**src/verilog/emu_inhibit_pkg.sv**
```systemverilog
// Constants shared by the processor bus end and the memory-side inhibit end.
// Assumes a single 40 MHz system clock and a synchronous active-low reset.
package emu_inhibit_pkg;
  localparam int           REQ_TYPE_W    = 2;
  localparam int           OPT_CODE_W    = 3;
  localparam int           TEST_CTRL_W   = 2;
  localparam int           ADDR_W        = 32;
  localparam int           DATA_W        = 32;
  localparam int           BURST_PAGE_B  = 10;
  localparam logic [1:0]   REQ_TYPE_INSTR_DATA = 2'h0;
  localparam logic [2:0]   OPT_EMU_ACCESS      = 3'h6;
  localparam logic [1:0]   TEST_CTRL_LOAD_TEST = 2'h0;
  localparam logic [1:0]   TEST_CTRL_NORMAL    = 2'h3;
endpackage : emu_inhibit_pkg

```
**src/verilog/emu_bus_if.sv**
```systemverilog
// Processor bus between the master end and the memory decode end.
// Assumes both ends share clk_sys_in; no tri-state, enables resolved here.
`timescale 1ns/1ps
interface emu_bus_if;
  import emu_inhibit_pkg::*;
  logic                      req;
  logic                      rd_nwr;
  logic                      burst;
  logic [ADDR_W-1:0]         addr;
  logic [REQ_TYPE_W-1:0]     data_request_type;
  logic [OPT_CODE_W-1:0]     option_code;
  logic [TEST_CTRL_W-1:0]    test_control;
  logic                      locator_pin;
  logic [DATA_W-1:0]         wdata;
  logic [DATA_W-1:0]         mem_rdata;
  logic                      mem_rdata_oe;
  logic                      mem_ready;
  logic                      mem_error;
  logic                      mem_resp_oe;
  modport master (
    output req, rd_nwr, burst, addr, data_request_type, option_code,
           test_control, locator_pin, wdata,
    input  mem_rdata, mem_rdata_oe, mem_ready, mem_error, mem_resp_oe
  );
  modport memory (
    input  req, rd_nwr, burst, addr, data_request_type, option_code,
           test_control, locator_pin, wdata,
    output mem_rdata, mem_rdata_oe, mem_ready, mem_error, mem_resp_oe
  );
endinterface : emu_bus_if

```
**src/verilog/memory_inhibit_end.sv**
```systemverilog
// Memory-side select decode with emulator takeover inhibit.
// Assumes the master keeps bus protocol and idles before halt/step.
//
// Functional notes
// - Emulator announces takeover by pin or code
// - Locator pin disables all memory selects
// - Request type 00, option 110 means emulator
// - Emulator access: memories drive no data/response
// - Emulator uses load-test mode, control 00
// - Option 110 counts only with type 00
// - Master gives new address at 1K crossing
// - Bursts never mix reads and writes
// - Drive data only together with ready/error
// - Processor finishes access before halt/step
`timescale 1ns/1ps
module memory_inhibit_end
  import emu_inhibit_pkg::*;
#(
  parameter logic [ADDR_W-1:0] BASE_ADDR = 32'h0000_0000,
  parameter logic [ADDR_W-1:0] ADDR_MASK = 32'hffff_0000
)(
  input  wire logic                  clk_sys_in,
  input  wire logic                  rst_b_in,
  emu_bus_if.memory                  bus,
  input  wire logic [DATA_W-1:0]     mem_rdata_in,
  input  wire logic                  mem_fault_in,
  output logic                       mem_select_out,
  output logic                       mem_write_out,
  output logic [ADDR_W-1:0]          mem_addr_out,
  output logic [DATA_W-1:0]          mem_wdata_out,
  output logic                       inhibit_out
);
  typedef enum logic [1:0] {
    MEM_IDLE   = 2'b00,
    MEM_SELECT = 2'b01,
    MEM_ANSWER = 2'b10
  } mem_state_e;

  mem_state_e              state_q;
  mem_state_e              state_d;

  logic                    pin_meta_q;
  logic                    pin_meta_d;
  logic                    pin_sync_q;
  logic                    pin_sync_d;

  logic                    code_hit;
  logic                    inhibit;
  logic                    hit;
  logic                    page_end;
  logic                    more_beats;
  logic                    dir_flip;
  logic                    answer;
  logic                    force_err;

  logic                    sel_q;
  logic                    sel_d;
  logic                    wr_q;
  logic                    wr_d;
  logic                    burst_q;
  logic                    burst_d;
  logic [ADDR_W-1:0]       maddr_q;
  logic [ADDR_W-1:0]       maddr_d;
  logic [DATA_W-1:0]       mwdata_q;
  logic [DATA_W-1:0]       mwdata_d;

  logic                    resp_q;
  logic                    resp_d;
  logic                    err_q;
  logic                    err_d;
  logic [DATA_W-1:0]       rdata_q;
  logic [DATA_W-1:0]       rdata_d;

  // Locator pin comes from off-board test gear
  always_comb begin
    pin_meta_d = bus.locator_pin;
    pin_sync_d = pin_meta_q;
  end

  always_ff @(posedge clk_sys_in) begin
    if (!rst_b_in) begin
      pin_meta_q <= 1'b0;
      pin_sync_q <= 1'b0;
    end else begin
      pin_meta_q <= pin_meta_d;
      pin_sync_q <= pin_sync_d;
    end
  end

  // Either takeover sign inhibits every select
  assign code_hit = (bus.data_request_type == REQ_TYPE_INSTR_DATA)
                  && (bus.option_code == OPT_EMU_ACCESS);
  assign inhibit  = pin_sync_q | code_hit;
  assign hit      = bus.req && ((bus.addr & ADDR_MASK) == BASE_ADDR);
  // Own beat counter stops at the page end
  assign page_end = (maddr_q[BURST_PAGE_B-1:2] == '1);
  assign more_beats = burst_q && bus.req && !err_q && !page_end;
  // Mixed direction inside a burst is answered with error
  assign dir_flip = (bus.rd_nwr == wr_q);

  // Select and beat sequencing
  always_comb begin
    state_d   = state_q;
    sel_d     = sel_q;
    wr_d      = wr_q;
    burst_d   = burst_q;
    maddr_d   = maddr_q;
    mwdata_d  = mwdata_q;
    answer    = 1'b0;
    force_err = 1'b0;
    unique case (state_q)
      MEM_IDLE: begin
        sel_d = 1'b0;
        if (hit && !inhibit) begin
          state_d  = MEM_SELECT;
          sel_d    = 1'b1;
          wr_d     = !bus.rd_nwr;
          burst_d  = bus.burst;
          maddr_d  = bus.addr;
          mwdata_d = bus.wdata;
        end
      end
      MEM_SELECT: begin
        if (inhibit || !bus.req) begin
          state_d = MEM_IDLE;
          sel_d   = 1'b0;
        end else begin
          state_d = MEM_ANSWER;
          answer  = 1'b1;
        end
      end
      MEM_ANSWER: begin
        // A burst cut short by the master costs one unused answer
        if (more_beats && !inhibit) begin
          maddr_d   = maddr_q + ADDR_W'(4);
          mwdata_d  = bus.wdata;
          answer    = 1'b1;
          force_err = dir_flip;
        end else begin
          // Single access done, burst ended by master, page end, error or takeover
          state_d = MEM_IDLE;
          sel_d   = 1'b0;
        end
      end
      default: begin
        state_d = MEM_IDLE;
        sel_d   = 1'b0;
      end
    endcase
  end

  always_ff @(posedge clk_sys_in) begin
    if (!rst_b_in) begin
      state_q  <= MEM_IDLE;
      sel_q    <= 1'b0;
      wr_q     <= 1'b0;
      burst_q  <= 1'b0;
      maddr_q  <= '0;
      mwdata_q <= '0;
    end else begin
      state_q  <= state_d;
      sel_q    <= sel_d;
      wr_q     <= wr_d;
      burst_q  <= burst_d;
      maddr_q  <= maddr_d;
      mwdata_q <= mwdata_d;
    end
  end

  // Single-cycle array: data and status one cycle after select
  always_comb begin
    resp_d  = 1'b0;
    err_d   = 1'b0;
    rdata_d = rdata_q;
    if (answer) begin
      resp_d  = !(mem_fault_in || force_err);
      err_d   = mem_fault_in || force_err;
      rdata_d = mem_rdata_in;
    end
  end

  always_ff @(posedge clk_sys_in) begin
    if (!rst_b_in) begin
      resp_q  <= 1'b0;
      err_q   <= 1'b0;
      rdata_q <= '0;
    end else begin
      resp_q  <= resp_d;
      err_q   <= err_d;
      rdata_q <= rdata_d;
    end
  end

  // Data and response enables only alongside ready/error
  assign bus.mem_ready    = resp_q;
  assign bus.mem_error    = err_q;
  assign bus.mem_resp_oe  = resp_q | err_q;
  assign bus.mem_rdata_oe = resp_q & !wr_q;
  assign bus.mem_rdata    = rdata_q;
  assign mem_select_out   = sel_q;
  assign mem_write_out    = wr_q;
  assign mem_addr_out     = maddr_q;
  assign mem_wdata_out    = mwdata_q;
  assign inhibit_out      = inhibit;
endmodule : memory_inhibit_end

```
**src/flat_wrapper.sv**
```systemverilog
// flat-port wrapper written by rule: the top's interface ports become plain ports
module memory_inhibit_end_flat import emu_inhibit_pkg::*;
#(
  parameter logic [ADDR_W-1:0] BASE_ADDR = 32'h0000_0000,
  parameter logic [ADDR_W-1:0] ADDR_MASK = 32'hffff_0000
)
  (clk_sys_in, rst_b_in, mem_rdata_in, mem_fault_in, mem_select_out, mem_write_out, mem_addr_out, mem_wdata_out, inhibit_out, bus_req, bus_rd_nwr, bus_burst, bus_addr, bus_data_request_type, bus_option_code, bus_test_control, bus_locator_pin, bus_wdata, bus_mem_rdata, bus_mem_rdata_oe, bus_mem_ready, bus_mem_error, bus_mem_resp_oe);
  emu_bus_if bus_i ();
  input  wire logic clk_sys_in;
  input  wire logic rst_b_in;
  input  wire logic [DATA_W-1:0] mem_rdata_in;
  input  wire logic mem_fault_in;
  output logic mem_select_out;
  output logic mem_write_out;
  output logic [ADDR_W-1:0] mem_addr_out;
  output logic [DATA_W-1:0] mem_wdata_out;
  output logic inhibit_out;
  input wire logic [$bits(bus_i.req)-1:0] bus_req;
  input wire logic [$bits(bus_i.rd_nwr)-1:0] bus_rd_nwr;
  input wire logic [$bits(bus_i.burst)-1:0] bus_burst;
  input wire logic [$bits(bus_i.addr)-1:0] bus_addr;
  input wire logic [$bits(bus_i.data_request_type)-1:0] bus_data_request_type;
  input wire logic [$bits(bus_i.option_code)-1:0] bus_option_code;
  input wire logic [$bits(bus_i.test_control)-1:0] bus_test_control;
  input wire logic [$bits(bus_i.locator_pin)-1:0] bus_locator_pin;
  input wire logic [$bits(bus_i.wdata)-1:0] bus_wdata;
  output wire logic [$bits(bus_i.mem_rdata)-1:0] bus_mem_rdata;
  output wire logic [$bits(bus_i.mem_rdata_oe)-1:0] bus_mem_rdata_oe;
  output wire logic [$bits(bus_i.mem_ready)-1:0] bus_mem_ready;
  output wire logic [$bits(bus_i.mem_error)-1:0] bus_mem_error;
  output wire logic [$bits(bus_i.mem_resp_oe)-1:0] bus_mem_resp_oe;
  assign bus_i.req = bus_req;
  assign bus_i.rd_nwr = bus_rd_nwr;
  assign bus_i.burst = bus_burst;
  assign bus_i.addr = bus_addr;
  assign bus_i.data_request_type = bus_data_request_type;
  assign bus_i.option_code = bus_option_code;
  assign bus_i.test_control = bus_test_control;
  assign bus_i.locator_pin = bus_locator_pin;
  assign bus_i.wdata = bus_wdata;
  assign bus_mem_rdata = bus_i.mem_rdata;
  assign bus_mem_rdata_oe = bus_i.mem_rdata_oe;
  assign bus_mem_ready = bus_i.mem_ready;
  assign bus_mem_error = bus_i.mem_error;
  assign bus_mem_resp_oe = bus_i.mem_resp_oe;
  memory_inhibit_end #(.BASE_ADDR(BASE_ADDR), .ADDR_MASK(ADDR_MASK)) u_core (.clk_sys_in(clk_sys_in), .rst_b_in(rst_b_in), .bus(bus_i), .mem_rdata_in(mem_rdata_in), .mem_fault_in(mem_fault_in), .mem_select_out(mem_select_out), .mem_write_out(mem_write_out), .mem_addr_out(mem_addr_out), .mem_wdata_out(mem_wdata_out), .inhibit_out(inhibit_out));
endmodule
```
**config.mk**
```make
export PLATFORM = sky130hd
export DESIGN_NAME = memory_inhibit_end_flat
export DESIGN_NICKNAME = d
export VERILOG_FILES = /design/src/verilog/emu_inhibit_pkg.sv /design/src/verilog/emu_bus_if.sv /design/src/verilog/memory_inhibit_end.sv /design/src/flat_wrapper.sv
export SDC_FILE = /design/constraint.sdc
export NUM_CORES = 1
export LEC_CHECK = 0
export ABC_CLOCK_PERIOD_IN_PS = 5400
export BUFFER_PORTS_ARGS = -buffer_cell sky130_fd_sc_hd__buf_4
export CORE_MARGIN = 2
export CORE_UTILIZATION = 42
export CTS_CLUSTER_DIAMETER = 120
export DETAILED_ROUTE_END_ITERATION = 8
export GPL_TIMING_DRIVEN = 0
export PLACE_DENSITY = 0.74
export SETUP_SLACK_MARGIN = 0.15
export SYNTH_ARGS = -nofsm -noshare
export SYNTH_HDL_FRONTEND = slang
export SYNTH_SLANG_ARGS = --single-unit
```
**constraint.sdc**
```tcl
create_clock -name clk_sys_in -period 5.4 [get_ports clk_sys_in]
set_input_delay 0.54 -clock clk_sys_in [delete_from_list [all_inputs] [get_ports clk_sys_in]]
set_output_delay 0.54 -clock clk_sys_in [all_outputs]
set_load 0.03 [all_outputs]
```
==> flow_summary.yaml, run 1 <==
global_routing:
  first_global_vias: 4303
  antenna_found_initial: 0
  grt_use_total: 0.232
  overflow: 0
  grt_pass1_wl_mm: 20.8
  grt_max_degree: 17
outcome:
  status: "finished clean"
clock_network:
  cts_buffers: 9
  root_buffer: "clkbuf_8"
  cts_max_level: 3
  tritoncts: "built"
  cts-hold-fix-buffers: 0
  cts.repair.resized: 0
  cts_setup_buffers: 0
  clkTransAtPathRegs_ns: 0.09
  clk_latency_ns: 0.36
  clock_path_buffers: 2
  cts_sinks: 105
place:
  port_buffers: 209
  gp_congestion: 0.894
  placedCellCount: 839
  pre_cts_ws_ns: 2.44
  hpwlAfterDp_mm: 9.99
logic_synthesis:
  avgSynthCellArea_um2: 8.57
  ys_ff_latch: 105
  yosysSeqAreaShare: 0.493
  synth-main-ff-cell: "dfxtp_1"
  syn_inst: 497
  synth_top_cells_by_area: "dfxtp_1 49%, mux2i_1 8.7%, nand2_1 8.0%"
  synth_edf_count: 0
  async_flop_share: 0
  syn-num-nets: 611
  syn_area_um2: 4260
  netlist.area_leader.share: 0.493
  yosysWarnings: 0
  synth_cell_types: 47
  synth_top_area_cell: "dfxtp_1"
timing:
  final-hold-violation-count: 0
  finalSetupTns_ns: 0
  timing.final.ws_setup_ns: 2.48
  worst_pin_slew_ns: 0.636
  drv_slew: 0
  rsz0062_at_grt: "false"
  fmax_ghz: 0.342
  clock_skew_ns: 0.0151
  fin_crit_sh: 0.541
  finalSetupViolations: 0
  hold_ws_ns: 0.394
  post-route-min-period_ns: 2.92
  relSlewSlack: 0.576
detailed_routing:
  postRouteWirelength_mm: 13.0
  wl_per_cell_um: 15.2
  vias_per_cell: 5.15
  drcViolationCount: 0
  drt_iter0_drc: 236
  vias: 4396
  first_pass_iters: 4
  antenna_left: 0
floorplan:
  die-area_um2: 11000
  core_area_um2: 9820
  die_h_um: 105
  fp-row-count: 36
  die_w_um: 105
  io_pins: 213
  initial_utilization: 0.434
power_and_ir_drop:
  p_total_w: 0.00134
  p_per_area_nw_per_um2: 217
  leakage_nw: 2.86
  peakVddDrop_mv: 0.144
cells_and_area:
  stdcell_count: 854
  n_antenna_cell: 0
  layout.nets: 831
  nFillCells: 895
  syn2layout_area_growth_pct: 45.1
  final_layout_size_suffix_gt1_frac: 0.330
critical_path:
  criticalPathCategory: "flip-flop to flip-flop"
  cp.required_ns: 5.67
  crit_arrival_ns: 3.19
  startpoint_type: "flip-flop"
  path_max_fanout: 10
  end_kind: "flip-flop"
hold_path:
  hp-class: "input port to flip-flop"
run:
  maxCapViolCount: 0
-- cell usage in the layout, fill, tap and decap left out, types with 8 or more instances in the layout --
cell type | Yosys | final
nor2_1 | 50 | 50
buf_4 | 0 | 209
nand3_1 | 8 | 8
o21ai_0 | 14 | 14
mux2i_1 | 37 | 37
and2_1 | 12 | 12
clkbuf_1 | 26 | 28
nor3_1 | 8 | 8
nand2_1 | 91 | 91
dfxtp_1 | 105 | 105
a21oi_1 | 55 | 55
inv_1 | 10 | 10
clkbuf_8 | 0 | 9
-- logic make-up (layout without fill, tap and decap cells) --
group                    after synthesis  after routing  share of synthesized area
flip-flops                           105            105                      0.493
adder cells (fa/ha/maj)                4              4                     0.0117
multiplexers                          37             37                     0.0869
XOR/XNOR                               1              1                    0.00206
AO/OA/AOI/OAI                        103            103                      0.142
AND/OR/NAND/NOR                      205            205                      0.224
buffers and inverters                 42            266                     0.0399
-- path summary, 6_finish.rpt --
kind	cells past startpoint	slack, ns	startpoint	endpoint
worst max-delay path	9	2.48	u_core.mem_addr_out[2]$_SDFFE_PN0P_	u_core.mem_wdata_out[2]$_SDFFE_PN0P_
worst max register to register	9	2.48	u_core.mem_addr_out[2]$_SDFFE_PN0P_	u_core.mem_wdata_out[2]$_SDFFE_PN0P_
worst min-delay path	2	0.39	bus_locator_pin	u_core.pin_meta_q$_SDFF_PN0_
worst min register to register	1	0.44	u_core.pin_meta_q$_SDFF_PN0_	u_core.pin_sync_q$_SDFF_PN0_
-- synth_stat cells, types with 3 or more instances --
cell      instances
nand2_1          91
dfxtp_1         105
mux2i_1          37
and2_1           12
o32ai_1           3
ha_1              4
o21ai_1           5
buf_2             4
nor2b_1           5
clkbuf_1         26
inv_1            10
o211ai_1          4
nor3_1            8
nand3_1           8
a21oi_1          55
nor2_1           50
o31ai_1           6
nand4_1           7
nor4_1            7
o21ai_0          14
-- worst max-delay path, cell delays in order, from the launching register on --
cell	delay (ns)
dfxtp_1	0.37
ha_1	0.26
and4_1	0.25
and4_2	0.27
nor4_1	0.50
o21a_1	0.20
clkbuf_1	0.31
clkbuf_1	0.43
nand2_1	0.10
a21oi_1	0.14
-- flip-flops by register name, summed over array words and instances, names as in the netlist --
| name | cells |
|---|---|
| u_core.bus.mem_rdata | 32 |
| u_core.mem_addr_out | 32 |
| u_core.mem_wdata_out | 32 |
| u_core.state_q | 2 |
| u_core.burst_q | 1 |
| u_core.bus.mem_error | 1 |
| u_core.bus.mem_ready | 1 |
| u_core.mem_select_out | 1 |
| u_core.mem_write_out | 1 |
| u_core.pin_meta_q | 1 |
| u_core.pin_sync_q | 1 |
-- power breakdown --
group | leakage, nW | switching (W) | internal, W | total, W
sequential | 0.846 | 0.000000230 | 0.000774 | 0.000775
combinational | 1.93 | 0.0000331 | 0.0000554 | 0.0000885
clock | 0.0860 | 0.000263 | 0.000215 | 0.000478
total | 2.86 | 0.000297 | 0.00104 | 0.00134
-- routing by layer --
layer	wire (um)	track usage	vias to the layer above
met5	0	0	-
met4	326	0.100	0
li1	-	-	2148
met3	1020	0.0462	24
met2	6300	0.390	202
met1	5350	0.289	2022
-- final cells by class --
cell class	count	area (um2)	share of cell area
clock inverters	4	53.8	0.00870
multi-input cells	350	1990	0.322
plain buffers	31	129	0.0208
clock buffers	11	131	0.0213
flip-flops and latches	105	2100	0.340
repair buffers	209	1570	0.254
inverters	11	41.3	0.00668
well taps	133	166	0.0269
-- stage by stage --
| stage | area [um2] | util |
|---|---|---|
| after global routing | 6180 | 0.630 |
| final | 6180 | 0.630 |
| after CTS | 6180 | 0.630 |
| after detailed placement | 6000 | 0.611 |
| after floorplan | 4260 | - |
| after global placement | 6000 | 0.611 |
(Power assumes the default switching activity.)
==> run 2: changes to the inputs <==
ABC_CLOCK_PERIOD_IN_PS = 2770   (was 5400)
clock period = 2.77 ns   (was 5.4 ns; I/O delays follow)
==> flow_summary.yaml, run 2 (synthesis gave the netlist of run 1 again) <==
detailed_routing:
  drcViolationCount: 0
  vias: 4385
  wl_per_cell_um: 15.3
  wl_met3_mm: 1.01
  first_pass_iters: 4
  postRouteWirelength_mm: 13.0
  wl_met1_mm: 5.33
  vias_per_cell: 5.13
  top_layer_used: "met4"
  antenna_left: 0
  drt_iter0_drc: 238
  wl_met2_mm: 6.36
critical_path:
  path_max_fanout: 10
  cp_slowest_cell: "dfxtp_1"
  end_kind: "flip-flop"
  crit_buf_inv: 1
  cp.required_ns: 3.07
  crit_arrival_ns: 2.74
  critPathMaxStageDelay_ns: 0.37
  cp_top_family: "simple AND/OR/NAND/NOR gates"
  startpoint_type: "flip-flop"
  criticalPathCategory: "flip-flop to flip-flop"
  cp_cell_sequence: "ha_1, and4_1, and4_2, nor4_4, clkbuf_2, nand3_1, or3_1, o21ai_1"
power_and_ir_drop:
  peakVddDrop_mv: 0.280
  leakage_nw: 2.90
  p_per_area_nw_per_um2: 420
clock_network:
  cts_buffers: 9
  cts_max_level: 3
  clock_path_buffers: 2
  clk_latency_ns: 0.36
  root_buffer: "clkbuf_8"
  cts_sinks: 105
  tritoncts: "built"
  clkTransAtPathRegs_ns: 0.11
timing:
  clock_skew_ns: 0.0169
  drv_slew: 0
  final-hold-violation-count: 0
  rsz0062_at_grt: "true"
  worst_pin_slew_ns: 0.634
  finalSetupViolations: 0
  fin_crit_sh: 0.879
  hold_ws_ns: 0.131
  relSlewSlack: 0.578
  post-route-min-period_ns: 2.43
  fmax_ghz: 0.411
cells_and_area:
  syn2layout_area_growth_pct: 46.0
  n_antenna_cell: 0
  layout.nets: 831
  final_layout_size_suffix_gt1_frac: 0.347
  fin_area_um2: 6220
  final_common_cell: "buf_4"
  stdcell_count: 854
  final_cell_mix: "211 x buf_4, 104 x dfxtp_1, 91 x nand2_1, 55 x a21oi_1, 50 x nor2_1"
outcome:
  status: "finished clean"
global_routing:
  grt_pass1_wl_mm: 20.9
  first_global_vias: 4312
  overflow: 0
  grt_use_total: 0.234
  antenna_found_initial: 0
  grt_max_degree: 17
place:
  hpwlAfterDp_mm: 9.99
  gp_congestion: 0.894
  place_area_um2: 6000
  placedCellCount: 839
  port_buffers: 209
floorplan:
  die_w_um: 105
  core_area_um2: 9820
  io_pins: 213
  initial_utilization: 0.434
  die_h_um: 105
  fp-row-count: 36
  die-area_um2: 11000
run:
  maxCapViolCount: 0
hold_path:
  hp-class: "input port to flip-flop"
[run 2: metrics by stage]
step,util,power [W],setup WS (ns),setup TNS [ns]
6_report,0.634,0.00261,0.336,0
2_1_floorplan,-,0.00158,0.315,0
5_1_grt,0.634,0.00271,0.136,0
3_3_place_gp,0.611,0.00172,-0.0418,-0.322
4_1_cts,0.632,0.00263,0.147,0
3_5_place_dp,0.611,0.00172,-0.0953,-1.69
[run 2: final timing paths]
| kind | from | slack (ns) | to | depth (start not counted) |
|---|---|---|---|---|
| worst min register to register | u_core.pin_meta_q$_SDFF_PN0_ | 0.44 | u_core.pin_sync_q$_SDFF_PN0_ | 1 |
| worst max-delay path | u_core.mem_addr_out[2]$_SDFFE_PN0P_ | 0.34 | u_core.mem_addr_out[29]$_SDFFE_PN0P_ | 8 |
| worst max register to register | u_core.mem_addr_out[2]$_SDFFE_PN0P_ | 0.34 | u_core.mem_addr_out[29]$_SDFFE_PN0P_ | 8 |
| worst min-delay path | bus_rd_nwr | 0.13 | u_core.mem_write_out$_SDFFE_PN0P_ | 2 |
[run 2: where the power goes]
| group | internal (W) | switching [W] | leakage [nW] |
|---|---|---|---|
| clock network | 0.000418 | 0.000512 | 0.0860 |
| logic | 0.000108 | 0.0000650 | 1.96 |
| registers | 0.00151 | 0.000000444 | 0.846 |
[run 2: layout make-up]
class	instances	area [um2]
buffer	31	150
timing repair buffer	209	1570
tap	133	166
clock inverter	4	53.8
sequential	105	2100
inverter	11	41.3
fill	886	3600
clock buffer	11	131
multi-input combinational	350	2010
[run 2: worst register-to-register path, delay by kind of cell, from the launching register on]
family,cells,cell delay [ns]
flip-flops,1,0.37
AO/OA/AOI/OAI,1,0.07
AND/OR/NAND/NOR,5,1.40
buffers and inverters,1,0.29
adder cells (fa/ha/maj),1,0.26
[run 2: per-layer routing]
layer,global-route usage,vias up
met2,0.394,194
met3,0.0462,26
met5,0,-
met1,0.290,2017
li1,-,2148
met4,0.100,0
[run 2: repair_timing]
item,4_1_cts,5_1_grt
pin swaps,0,2
setup endpoints to repair,79,84
buffers inserted,0,0
hold buffers,0,0
resized for setup,9,13
==> run 3: changes to the inputs <==
==> constraint.sdc (replaced) <==
create_clock -name clk_sys_in -period 2.77 [get_ports clk_sys_in]
set_input_delay 0.6925 -clock clk_sys_in [delete_from_list [all_inputs] [get_ports clk_sys_in]]
set_output_delay 0.6925 -clock clk_sys_in [all_outputs]
set_load 0.03 [all_outputs]
==> flow_summary.yaml, run 3 (synthesis gave the netlist of run 1 again) <==
clock_network:
  tritoncts: "built"
  clock_path_buffers: 2
  cts_buffers: 9
  cts_max_level: 3
  cts-hold-fix-buffers: 0
  root_buffer: "clkbuf_8"
  clkTransAtPathRegs_ns: 0.10
  cts_sinks: 105
  clk_latency_ns: 0.36
critical_path:
  worstSetupPathDepth: 8
  startpoint_type: "flip-flop"
  crit_arrival_ns: 2.73
  crit_buf_inv: 1
  critPathMaxStageDelay_ns: 0.37
  path_max_fanout: 10
  criticalPathCategory: "flip-flop to flip-flop"
  cp_slowest_cell: "dfxtp_1"
  rr_worst_depth: 8
  cp.required_ns: 3.07
  timing.rr.end: "u_core.mem_addr_out[29]$_SDFFE_PN0P_"
  endpoint: "u_core.mem_addr_out[29]$_SDFFE_PN0P_"
  cp_cell_sequence: "ha_1, and4_1, and4_2, nor4_4, clkbuf_2, nand3_1, or3_1, o21ai_1"
  startpoint: "u_core.mem_addr_out[2]$_SDFFE_PN0P_"
  reg2reg_from: "u_core.mem_addr_out[2]$_SDFFE_PN0P_"
  end_kind: "flip-flop"
  r2r_slack_ns: 0.34
  cp_top_family: "simple AND/OR/NAND/NOR gates"
place:
  placedCellCount: 839
  port_buffers: 209
  gp_congestion: 0.894
  hpwlAfterDp_mm: 9.99
outcome:
  status: "finished clean"
timing:
  fin_crit_sh: 0.877
  finalSetupTns_ns: 0
  worst_pin_slew_ns: 0.630
  relSlewSlack: 0.580
  rsz0062_at_grt: "false"
  final-hold-violation-count: 0
  finalSetupViolations: 0
  drv_slew: 0
  post-route-min-period_ns: 2.43
  fmax_ghz: 0.412
  clock_skew_ns: 0.0158
detailed_routing:
  vias_per_cell: 5.16
  wl_per_cell_um: 15.3
  postRouteWirelength_mm: 13.0
  drcViolationCount: 0
  drt_iter0_drc: 244
  vias: 4408
  antenna_left: 0
  first_pass_iters: 4
cells_and_area:
  layout.nets: 831
  final_cell_mix: "211 x buf_4, 104 x dfxtp_1, 91 x nand2_1, 55 x a21oi_1, 50 x nor2_1"
  syn2layout_area_growth_pct: 46.2
  fin_util: 0.634
  n_antenna_cell: 0
  nFillCells: 885
  stdcell_count: 854
  final_common_cell: "buf_4"
  multi_input_area_um2: 2010
  final_layout_size_suffix_gt1_frac: 0.350
  register_area_um2: 2100
power_and_ir_drop:
  peakVddDrop_mv: 0.280
  pwr-share-seq: 0.578
  power_frac_clock: 0.356
  combPwrFrac: 0.066
  leakage_nw: 2.90
  p_total_w: 0.00261
  p_int_w: 0.00204
  p_per_area_nw_per_um2: 420
  power_switching_w: 0.000579
  power.share.switching: 0.221
hold_path:
  hp-class: "flip-flop to flip-flop"
floorplan:
  initial_utilization: 0.434
  io_pins: 213
  die_w_um: 105
  core_area_um2: 9820
  fp-row-count: 36
  die_h_um: 105
  die-area_um2: 11000
global_routing:
  overflow: 0
  grt_max_degree: 17
  antenna_found_initial: 0
  first_global_vias: 4312
  grt_use_total: 0.234
  grt_pass1_wl_mm: 20.9
run:
  maxCapViolCount: 0
-- run 3: cell types whose count changed in the layout (fill, tap and decap cells not counted) --
| cell | change |
|---|---|
| o21ai_1 | -1 |
| clkbuf_1 | -2 |
| buf_1 | +1 |
| clkbuf_2 | +1 |
| o21ai_2 | +1 |
-- run 3: stage by stage --
step                hold WS (ns)  instance area [um2]  setup slack, ns
finish                     0.441                 6230            0.341
global route               0.471                 6230            0.150
CTS                        0.446                 6200            0.147
detailed placement         0.422                 6000           -0.347
global placement           0.415                 6000           -0.278
floorplan                  0.412                 4260            0.277
-- run 3: cell type report --
type | instances | share of cell area
multi-input combinational | 350 | 0.323
buffer | 31 | 0.0243
tap | 133 | 0.0267
sequential | 105 | 0.338
inverter | 11 | 0.00663
clock inverter | 4 | 0.00864
timing repair buffer | 209 | 0.252
clock buffer | 11 | 0.0211
-- run 3: worst register-to-register path: stages, from the launching register on --
cell      delay, ns
dfxtp_1        0.37
ha_1           0.26
and4_1         0.25
and4_2         0.29
nor4_4         0.27
clkbuf_2       0.28
nand3_1        0.22
or3_1          0.37
o21ai_1        0.07
-- run 3: metal layers --
layer	vias to the layer above	wire, um	GRT usage
met3	26	995	0.0462
met1	2040	5340	0.290
li1	2149	-	-
met4	0	353	0.100
met2	193	6340	0.394
met5	-	0	0
-- run 3: power by group through the flow --
stage,Sequential (W),Combinational [W],Clock [W]
6_report,0.00151,0.000173,0.000932
5_1_grt,0.00151,0.000187,0.00101
4_1_cts,0.00151,0.000174,0.000950
3_5_place_dp,0.00155,0.000173,0
3_3_place_gp,0.00155,0.000170,0
2_1_floorplan,0.00155,0.0000393,0
-- run 3: how the worst min path moves through the flow --
stage	from	to	slack, ns	cells past startpoint
final	u_core.pin_meta_q$_SDFF_PN0_	u_core.pin_sync_q$_SDFF_PN0_	0.44	1
after global routing	u_core.pin_meta_q$_SDFF_PN0_	u_core.pin_sync_q$_SDFF_PN0_	0.47	1
after CTS	u_core.pin_meta_q$_SDFF_PN0_	u_core.pin_sync_q$_SDFF_PN0_	0.45	1
after detailed placement	u_core.pin_meta_q$_SDFF_PN0_	u_core.pin_sync_q$_SDFF_PN0_	0.42	1
after global placement	u_core.pin_meta_q$_SDFF_PN0_	u_core.pin_sync_q$_SDFF_PN0_	0.41	1
after floorplan	u_core.pin_meta_q$_SDFF_PN0_	u_core.pin_sync_q$_SDFF_PN0_	0.41	1
-- run 3: timing repair --
item,CTS,global route
gates resized for setup,9,17
buffers inserted,0,0
endpoints found under the setup margin,79,84
pin swaps,0,2
